**src/hw/pmd_pkg.sv**
```systemverilog
// Purpose: shared constants for the master duty and protection key block
// Assumes: 32-bit classic wishbone, word-aligned registers
// Notes: offsets are byte addresses
package pmd_pkg;
	localparam int DATA_W = 16;
	localparam logic [7:0] OFS_MASTER_DUTY = 8'h00;
	localparam logic [7:0] OFS_PERIOD = 8'h04;
	localparam logic [7:0] OFS_PROT_KEY = 8'h08;
	localparam logic [7:0] OFS_CONTROL = 8'h0c;
	localparam logic [7:0] OFS_STATUS = 8'h10;
	localparam logic [15:0] RST_MASTER_DUTY = 16'h0000;
	localparam logic [15:0] RST_PROT_KEY = 16'h0000;
	localparam logic [15:0] RST_PERIOD = 16'hffff;
	localparam logic [15:0] PULSE_MARGIN = 16'h0008;
	localparam logic [15:0] FINE_LIMIT_NS = 16'h0028;
	localparam int CLK_PERIOD_NS = 4;
	// window near 0 or 100 percent, in counts
	localparam logic [15:0] FINE_LIMIT_CNT = 16'(40 / CLK_PERIOD_NS);
	localparam logic [1:0] COARSE_MASK_MID = 2'h1;
	localparam logic [1:0] COARSE_MASK_EDGE = 2'h3;
endpackage : pmd_pkg

```
**src/hw/pmd_duty_if.sv**
```systemverilog
// Purpose: carries period, duty and count between the top and the generator
// Assumes: single clock
// Notes: none
`timescale 1ns/1ps
interface pmd_duty_if;
	logic [15:0] period;
	logic [15:0] duty;
	logic enable;
	logic [15:0] count;
	logic pwm_out;
	modport ctrl (output period, output duty, output enable, input count, input pwm_out);
	modport gen (input period, input duty, input enable, output count, output pwm_out);
endinterface : pmd_duty_if

```
**src/hw/pmd_top.sv**
```systemverilog
// Purpose: master duty and protection key registers with one duty generator
// Assumes: classic wishbone slave, 32-bit data, one cycle per access
// Notes: unmapped reads return zero and are still acknowledged
// Notes on behaviour
// RULE1 - a 16-bit read/write master duty register, zero at reset, sets the generator pulse width.
// RULE2 - the narrowest pulse matches a duty of 0x0008; smaller values give no narrower pulse.
// RULE3 - the widest pulse matches period minus 0x0008; larger values widen it no further; the code rounds that down to a multiple of 4 lsb.
// RULE4 - within about 40 ns of 0 or 100 percent the duty resolution coarsens from 1 to 3 lsb; the code steps by 2 lsb there, and by 4 lsb within 20 ns.
// RULE5 - a 16-bit read/write protection key register, zero at reset, holds lock or unlock keys.
// RULE6 - the output is active while the period counter is below the duty and inactive after.
`timescale 1ns/1ps
module pmd_top (
	input wire logic ref_clk,
	input wire logic srst,
	input wire logic wb_cyc_i,
	input wire logic wb_stb_i,
	input wire logic wb_we_i,
	input wire logic [7:0] wb_adr_i,
	input wire logic [3:0] wb_sel_i,
	input wire logic [31:0] wb_dat_i,
	output logic [31:0] wb_dat_o,
	output logic wb_ack_o,
	output logic pwm_out
);
	logic [15:0] duty_reg, duty_next;
	logic [15:0] key_reg, key_next;
	logic [15:0] period_reg, period_next;
	logic en_reg, en_next;
	logic ack_reg, ack_next;
	logic [31:0] rdat_reg, rdat_next;
	logic pwm_reg;
	logic req;
	logic [15:0] wmask;

	pmd_duty_if dif ();

	assign dif.period = period_reg;
	assign dif.duty = duty_reg; // [RULE1]
	assign dif.enable = en_reg;

	pmd_gen u_gen (
		.ref_clk(ref_clk),
		.srst(srst),
		.dif(dif)
	);

	assign req = wb_cyc_i && wb_stb_i && !ack_reg;
	assign wmask = {{8{wb_sel_i[1]}}, {8{wb_sel_i[0]}}};

	always_comb begin
		duty_next = duty_reg;
		key_next = key_reg;
		period_next = period_reg;
		en_next = en_reg;
		ack_next = req;
		rdat_next = 32'h00000000;
		if (req && wb_we_i) begin
			unique case (wb_adr_i)
				pmd_pkg::OFS_MASTER_DUTY: begin
					duty_next = (duty_reg & ~wmask) | (wb_dat_i[15:0] & wmask); // [RULE1]
				end
				pmd_pkg::OFS_PROT_KEY: begin
					key_next = (key_reg & ~wmask) | (wb_dat_i[15:0] & wmask); // [RULE5]
				end
				pmd_pkg::OFS_PERIOD: begin
					period_next = (period_reg & ~wmask) | (wb_dat_i[15:0] & wmask);
				end
				pmd_pkg::OFS_CONTROL: begin
					if (wb_sel_i[0]) begin
						en_next = wb_dat_i[0];
					end
				end
				default: begin
				end
			endcase
		end
		if (req && !wb_we_i) begin
			unique case (wb_adr_i)
				pmd_pkg::OFS_MASTER_DUTY: rdat_next = {16'h0000, duty_reg}; // [RULE1]
				pmd_pkg::OFS_PROT_KEY: rdat_next = {16'h0000, key_reg}; // [RULE5]
				pmd_pkg::OFS_PERIOD: rdat_next = {16'h0000, period_reg};
				pmd_pkg::OFS_CONTROL: rdat_next = {31'h00000000, en_reg};
				pmd_pkg::OFS_STATUS: rdat_next = {15'h0000, dif.pwm_out, dif.count};
				default: rdat_next = 32'h00000000;
			endcase
		end
	end

	always_ff @(posedge ref_clk) begin
		if (srst) begin
			duty_reg <= pmd_pkg::RST_MASTER_DUTY;
			key_reg <= pmd_pkg::RST_PROT_KEY;
			period_reg <= pmd_pkg::RST_PERIOD;
			en_reg <= 1'b0;
			ack_reg <= 1'b0;
			rdat_reg <= 32'h00000000;
			pwm_reg <= 1'b0;
		end else begin
			duty_reg <= duty_next;
			key_reg <= key_next;
			period_reg <= period_next;
			en_reg <= en_next;
			ack_reg <= ack_next;
			rdat_reg <= rdat_next;
			pwm_reg <= dif.pwm_out;
		end
	end

	assign wb_ack_o = ack_reg;
	assign wb_dat_o = rdat_reg;
	assign pwm_out = pwm_reg;
endmodule : pmd_top

```
**src/hw/pmd_gen.sv**
```systemverilog
// Purpose: one generator using the master duty source
// Assumes: duty and period stable per cycle
// Notes: clamps duty to the producible pulse range
`timescale 1ns/1ps
module pmd_gen (
	input wire logic ref_clk,
	input wire logic srst,
	pmd_duty_if.gen dif
);
	logic [15:0] cnt_reg, cnt_next;
	logic out_reg, out_next;
	logic [15:0] eff;
	logic [15:0] hi_lim;
	logic [15:0] lo_dist;
	logic [15:0] hi_dist;
	logic [15:0] lat_reg, lat_next;
	logic [15:0] eff_use;

	always_comb begin
		hi_lim = dif.period - pmd_pkg::PULSE_MARGIN;
		eff = dif.duty;
		if (eff < pmd_pkg::PULSE_MARGIN) begin
			eff = pmd_pkg::PULSE_MARGIN; // [RULE2]
		end
		if (eff > hi_lim) begin
			eff = hi_lim; // [RULE3]
		end
		lo_dist = eff - pmd_pkg::PULSE_MARGIN;
		hi_dist = hi_lim - eff;
		// resolution coarsens to 4 lsb inside half the edge window, 2 lsb in the rest of it
		if (lo_dist < (pmd_pkg::FINE_LIMIT_CNT >> 1) || hi_dist < (pmd_pkg::FINE_LIMIT_CNT >> 1)) begin
			eff = eff & ~{14'h0000, pmd_pkg::COARSE_MASK_EDGE}; // [RULE4]
		end else if (lo_dist < pmd_pkg::FINE_LIMIT_CNT || hi_dist < pmd_pkg::FINE_LIMIT_CNT) begin
			eff = eff & ~{14'h0000, pmd_pkg::COARSE_MASK_MID}; // [RULE4]
		end
		if (eff < pmd_pkg::PULSE_MARGIN) begin
			eff = pmd_pkg::PULSE_MARGIN; // [RULE2]
		end
		cnt_next = cnt_reg;
		out_next = 1'b0;
		if (dif.enable) begin
			cnt_next = (cnt_reg >= dif.period) ? 16'h0000 : cnt_reg + 16'h0001;
		end else begin
			// park at the wrap point so the first enabled cycle opens a whole period
			cnt_next = dif.period;
		end
		// a new duty takes effect only at period start, so no runt pulse can appear
		eff_use = (cnt_next == 16'h0000 || !dif.enable) ? eff : lat_reg; // [RULE2] [RULE3]
		lat_next = eff_use;
		if (dif.enable) begin
			out_next = (cnt_next < eff_use); // [RULE6]
		end
	end

	always_ff @(posedge ref_clk) begin
		if (srst) begin
			cnt_reg <= 16'h0000;
			out_reg <= 1'b0;
			lat_reg <= pmd_pkg::PULSE_MARGIN;
		end else begin
			cnt_reg <= cnt_next;
			out_reg <= out_next;
			lat_reg <= lat_next;
		end
	end

	assign dif.count = cnt_reg;
	assign dif.pwm_out = out_reg;
endmodule : pmd_gen

```
**config.mk**
```make
export PLATFORM = sky130hd
export DESIGN_NAME = pmd_top
export DESIGN_NICKNAME = d
export VERILOG_FILES = /design/src/hw/pmd_pkg.sv /design/src/hw/pmd_duty_if.sv /design/src/hw/pmd_top.sv /design/src/hw/pmd_gen.sv
export SDC_FILE = /design/constraint.sdc
export NUM_CORES = 1
export LEC_CHECK = 0
export BUFFER_PORTS_ARGS = -buffer_cell sky130_fd_sc_hd__buf_2
export CAP_MARGIN = 25
export CORE_ASPECT_RATIO = 1.5
export CORE_MARGIN = 2
export CORE_UTILIZATION = 50
export CTS_BUF_LIST = sky130_fd_sc_hd__clkbuf_16
export DETAILED_ROUTE_END_ITERATION = 6
export PLACE_DENSITY = 0.72
export SLEW_MARGIN = 10
export SYNTH_ARGS = -nofsm -noshare
export SYNTH_HDL_FRONTEND = slang
export SYNTH_SLANG_ARGS = --single-unit
```
**constraint.sdc**
```tcl
create_clock -name ref_clk -period 11.4 [get_ports ref_clk]
set_clock_uncertainty 0.05 [all_clocks]
set_input_delay 2.28 -clock ref_clk [delete_from_list [all_inputs] [get_ports ref_clk]]
set_output_delay 2.28 -clock ref_clk [all_outputs]
set_load 0.03 [all_outputs]
```
---- After elaboration in Yosys (flattened, before gate mapping) ----
Index checks and enable logic that the tools add are counted.
word-level totals
  bits of input ports ..................... 49
  word-level logic and storage cells ...... 64
  bits in registers ....................... 116
  output and inout bits ................... 34
cells by class
  order comparisons ....................... 9
  equal/unequal tests ..................... 4
  add/sub/neg operators ................... 4
  mux-type cells .......................... 9
  reduce and logical (&&, ||, !) cells .... 18
  bitwise gates (word level) .............. 10
operators by type and width
  cell                     number
  $mux W16                 6
  $pmux W17 S5             1
  $and A16 B16 Y16         4
  $lt A16 B4 Y1 const B    4
  $or A16 B16 Y16          3
  $lt A16 B3 Y1 const B    2
  $sub A16 B4 Y16 const B  2
  $add A16 B1 Y16 const B  1
  $eq A8 B4 Y1 const B     2
  $ge A16 B16 Y1           1
  $gt A16 B16 Y1           1
  $logic_not A16 Y1        1
  $lt A16 B16 Y1           1
  $not A16 Y16             1
  $sub A16 B16 Y16         1
  $eq A8 B3 Y1 const B     1
  $eq A8 B5 Y1 const B     1
  $logic_not A8 Y1         1
  $reduce_and A2 Y1        3
  $logic_and A1 B1 Y1      4
  $reduce_or A2 Y1         2
  $logic_not A1 Y1         3
  $logic_or A1 B1 Y1       3
  $reduce_and A3 Y1        1
  3 further kinds          4

---- Longest topological paths before layout ----
  word-level depth ........................ 13
  depth in mapped cells ................... 36
  depth with buffers taken out ............ 32

---- Hierarchy ----
From an unflattened synthesis, not the netlist that was laid out.
second synthesis, totals
  cells, all modules ...................... 947
  area total of the unflattened synthesis .. 7,921.3 sq um
modules (own cells, without submodules)
  module   cells each  instances  area an instance (sq um)
  pmd_gen  600         1          4,525.6
  pmd_top  347         1          3,395.8

---- Worst setup path before layout ----
No wires, ideal clock.
  path type ............................... register -> register
  from .................................... reg with a tool-made name
  to ...................................... reg u_gen.out_reg, in the netlist u_gen.dif.pwm_out
  buffers on the path ..................... 4
  clock period less this slack ............ 6.856 ns
  cell stages (with the launch flop) ...... 36
  arrival ................................. 6.732 ns
  path slack .............................. 4.544 ns
  data required time ...................... 11.276 ns
  setup time .............................. 0.074 ns
  cells stage by stage .................... dfxtp_1 > buf_2 > inv_1 > ha_1 > nand3_1 > or4_4 > xnor2_1 > ha_1 > nand4_2 > nor4_2 > o21ai_1 > a31oi_1 > buf_6 > buf_6 > buf_2 > a21o_1 > inv_1 > ha_1 > and3b_1 > a211oi_1 > maj3_1 > a21oi_1 > or3_4 > a31oi_1 > o31ai_1 > a211oi_1 > nand4bb_1 > o211ai_2 > and2_1 > ha_1 > a21o_1 > a21oi_1 > o21ai_0 > a21oi_1 > o211ai_1 > a31oi_1
RTL lines
  element               line           text
  end signal, assigned  pmd_gen.sv:62  out_reg <= out_next;
  end, declared         pmd_gen.sv:11  logic out_reg, out_next;

==> results.cfg <==
[floorplanning]
io_pins = 83
die_w_um = 102
initial_utilization = 0.513
std_cell_rows = 53
die_area_um2 = 15500
design.core.area_um2 = 14100
chipHeight_um = 151

[cells_and_area]
antenna-diode-count = 0
layout-drive-gt1-share = 0.105
final_design_area_no_fill_um2 = 7790
fin_nets = 1029
flow.area_growth_from_synthesis_pct = 7.54

[placement]
place_congestion = 0.913
quantity_of_i_o_buffers_inserted_on_ports = 49
detailed_placement_wirelength_estimate_um = 15800
dpl_cell_area_um2 = 7510

[yosys]
synthesis.area_per_instance_um2 = 7.98
synth_edf_count = 0
yosysUniqueCellTypes = 76
postSynthCellCount = 908
post_synth_instance_area_um2 = 7250
register_bit_count_reported_by_yosys = 101
async_flop_share = 0
yosys_warnings = 0
synth_ff_type = sky130_fd_sc_hd__dfxtp_1
synth.yosys.seq_area_share = 0.279

[timing]
setup-tns-final_ps = 0
timing_hold_violations_final = 0
layout_worst_path_cycle_share = 0.720
setup_viol = 0
worst_slew_pin_slew_ps = 990
timing.final.max_slew_violations = 0
whs_ps = 411
clock.fmax_ghz = 0.122
final.min_clock_period_ps = 8210
slew_headroom = 0.338
grt_setup_unrepaired = false

[pwr]
power-per-cell-area_nw_per_um2 = 88.1
static-leakage-power_uw = 0.00320
worst_ir_drop_vdd_mv = 0.0648

[global_route]
grt.overflow.total = 0
grt_start_max_net_pins = 85
grt.total_usage = 0.273
antenna_found_initial = 0
grt_pass1_wl_um = 32500
first_global_vias = 6409

[detailed_routing]
antenna_violating_nets_post_route = 0
post_drt_via_cell_ratio = 6.02
detail_route.wl_per_cell_um = 18.5
via_count = 6723
drt_pre_antenna_iters = 6
remaining_drc_errors = 0
drt_first_iter_violations = 619
finalWirelength_um = 20700

[outcome]
outcome = finished clean

[clocking]
cts_setup_buffers = 0
clk_path_buf_depth = 2
number_of_cts_inserted_buffers = 9
clock_tree.htree_level_count = 3
clk_pin_slew_ps = 70
clock-sinks = 101
worstSkewPairLatency_ps = 350
cts_repair_resize_count = 0
cts_hold_buf = 0
cts_tree = done
clock_tree.root_cell = sky130_fd_sc_hd__clkbuf_16

[critical_path]
endpoint_kind = register
crit_path_top_delay_cell = sky130_fd_sc_hd__or4_4
worst_setup_path_start_kind = register
cp_max_fo = 29
timing.critical_path.mode_cell = sky130_fd_sc_hd__ha_1
crit_required_ps = 11620
path_class = register to register
slowest_cell_delay_on_critical_path_ps = 560
timing.critical_path.arrival_ps = 8440

[run]
max_cap_viol_count = 0

[worst_hold_path]
min_path_type = register to register
==> logic make-up after synthesis <==
logic type / after synthesis / synth area share
compound gates: 217 / 0.207
xor+xnor: 36 / 0.0456
fa+ha+maj: 62 / 0.108
buf+inv: 118 / 0.0729
flops: 101 / 0.279
mux: 51 / 0.0708
other cells: 1 / 0.000517
simple gates: 322 / 0.216
==> path summary, 6_finish.rpt <==
path / startpoint / endpoint / slack (ps) / depth (start not counted)
worst max-delay path: register / u_gen.dif.pwm_out / 3190 / 32
worst min-delay path: u_gen.lat_reg[1] / u_gen.lat_reg[1] / 410 / 2
worst max register to register: register / u_gen.dif.pwm_out / 3190 / 32
worst min register to register: u_gen.lat_reg[1] / u_gen.lat_reg[1] / 410 / 2
==> cell usage in the layout (no fill, tap or decap), types with 18 or more instances in the layout <==
cell	n
sky130_fd_sc_hd__nor2_1	113
sky130_fd_sc_hd__dfxtp_1	101
sky130_fd_sc_hd__nand2_1	68
sky130_fd_sc_hd__a21oi_1	61
sky130_fd_sc_hd__ha_1	59
sky130_fd_sc_hd__mux2i_1	49
sky130_fd_sc_hd__buf_2	49
sky130_fd_sc_hd__inv_1	46
sky130_fd_sc_hd__nor2b_1	25
sky130_fd_sc_hd__xnor2_1	25
sky130_fd_sc_hd__nor3_1	23
sky130_fd_sc_hd__nand3_1	22
sky130_fd_sc_hd__a21o_1	20
sky130_fd_sc_hd__o21ai_0	20
sky130_fd_sc_hd__a211o_1	18
==> per-layer routing <==
metal  share of wire  global-route usage  up-vias
met5               0                   0        -
met4           0.043               0.135        0
met3           0.052              0.0337       69
met2            0.50               0.471      245
met1            0.40               0.332     3149
li1                -                   -     3260
==> final cells by class <==
class / count / area, um2
Fill cell: 1332 / 6330
Multi-Input combinational cell: 703 / 4770
Sequential cell: 101 / 2020
Timing Repair Buffer: 60 / 328
Tap cell: 192 / 240
Clock buffer: 9 / 225
Inverter: 45 / 169
Clock inverter: 7 / 43.8
==> report_power, final <==
part	switching, uW	internal, uW	leakage [uW]
clock	140	147	0.000132
combinational	24.8	12.1	0.00225
sequential	7.17	356	0.000820
==> synthesized netlist by cell type, types with 3 or more instances <==
master,instances,area [um2]
sky130_fd_sc_hd__nor2_1,113,424
sky130_fd_sc_hd__dfxtp_1,101,2020
sky130_fd_sc_hd__nand2_1,68,255
sky130_fd_sc_hd__a21oi_1,61,305
sky130_fd_sc_hd__ha_1,59,738
sky130_fd_sc_hd__mux2i_1,49,490
sky130_fd_sc_hd__clkbuf_1,45,169
sky130_fd_sc_hd__inv_1,44,165
sky130_fd_sc_hd__nor2b_1,25,156
sky130_fd_sc_hd__xnor2_1,25,219
sky130_fd_sc_hd__nor3_1,24,120
sky130_fd_sc_hd__nand3_1,22,110
sky130_fd_sc_hd__a21o_1,20,150
sky130_fd_sc_hd__o21ai_0,20,100
sky130_fd_sc_hd__a211o_1,18,158
sky130_fd_sc_hd__nand4_1,17,106
sky130_fd_sc_hd__o22ai_1,17,106
sky130_fd_sc_hd__a222oi_1,16,160
sky130_fd_sc_hd__buf_4,16,120
sky130_fd_sc_hd__a31oi_1,10,62.6
sky130_fd_sc_hd__and2_1,9,56.3
sky130_fd_sc_hd__xor2_1,9,78.8
sky130_fd_sc_hd__buf_2,8,40.0
sky130_fd_sc_hd__a2bb2oi_1,7,61.3
sky130_fd_sc_hd__o211ai_1,7,52.6
sky130_fd_sc_hd__nand2b_1,6,37.5
sky130_fd_sc_hd__nor4_1,6,37.5
sky130_fd_sc_hd__or3_1,6,37.5
sky130_fd_sc_hd__a211oi_1,5,37.5
sky130_fd_sc_hd__a22oi_1,5,37.5
sky130_fd_sc_hd__and3_1,5,31.3
sky130_fd_sc_hd__o21a_1,4,30.0
sky130_fd_sc_hd__o31ai_1,4,30.0
sky130_fd_sc_hd__and4_1,3,26.3
==> through the flow <==
step                      total power (uW)  worst slack (ps)  utilization  std cells
final                                  687              3190        0.552       1117
after global placement                 407              3490        0.531       1097
after global routing                   711              2650        0.552       1117
after detailed placement               407              3350        0.532       1099
after floorplan                        397              4540            -        922
after CTS                              689              3320        0.551       1115
==> worst max-delay path, delay by kind of cell (launching register included) <==
family                   cells  cell delay (ps)
AO/OA/AOI/OAI               15             2910
AND/OR/NAND/NOR              8             2450
adder cells (fa/ha/maj)      5             1370
buffers and inverters        3              690
flip-flops                   1              460
XOR/XNOR                     1              190
(Power assumes the default switching activity.)
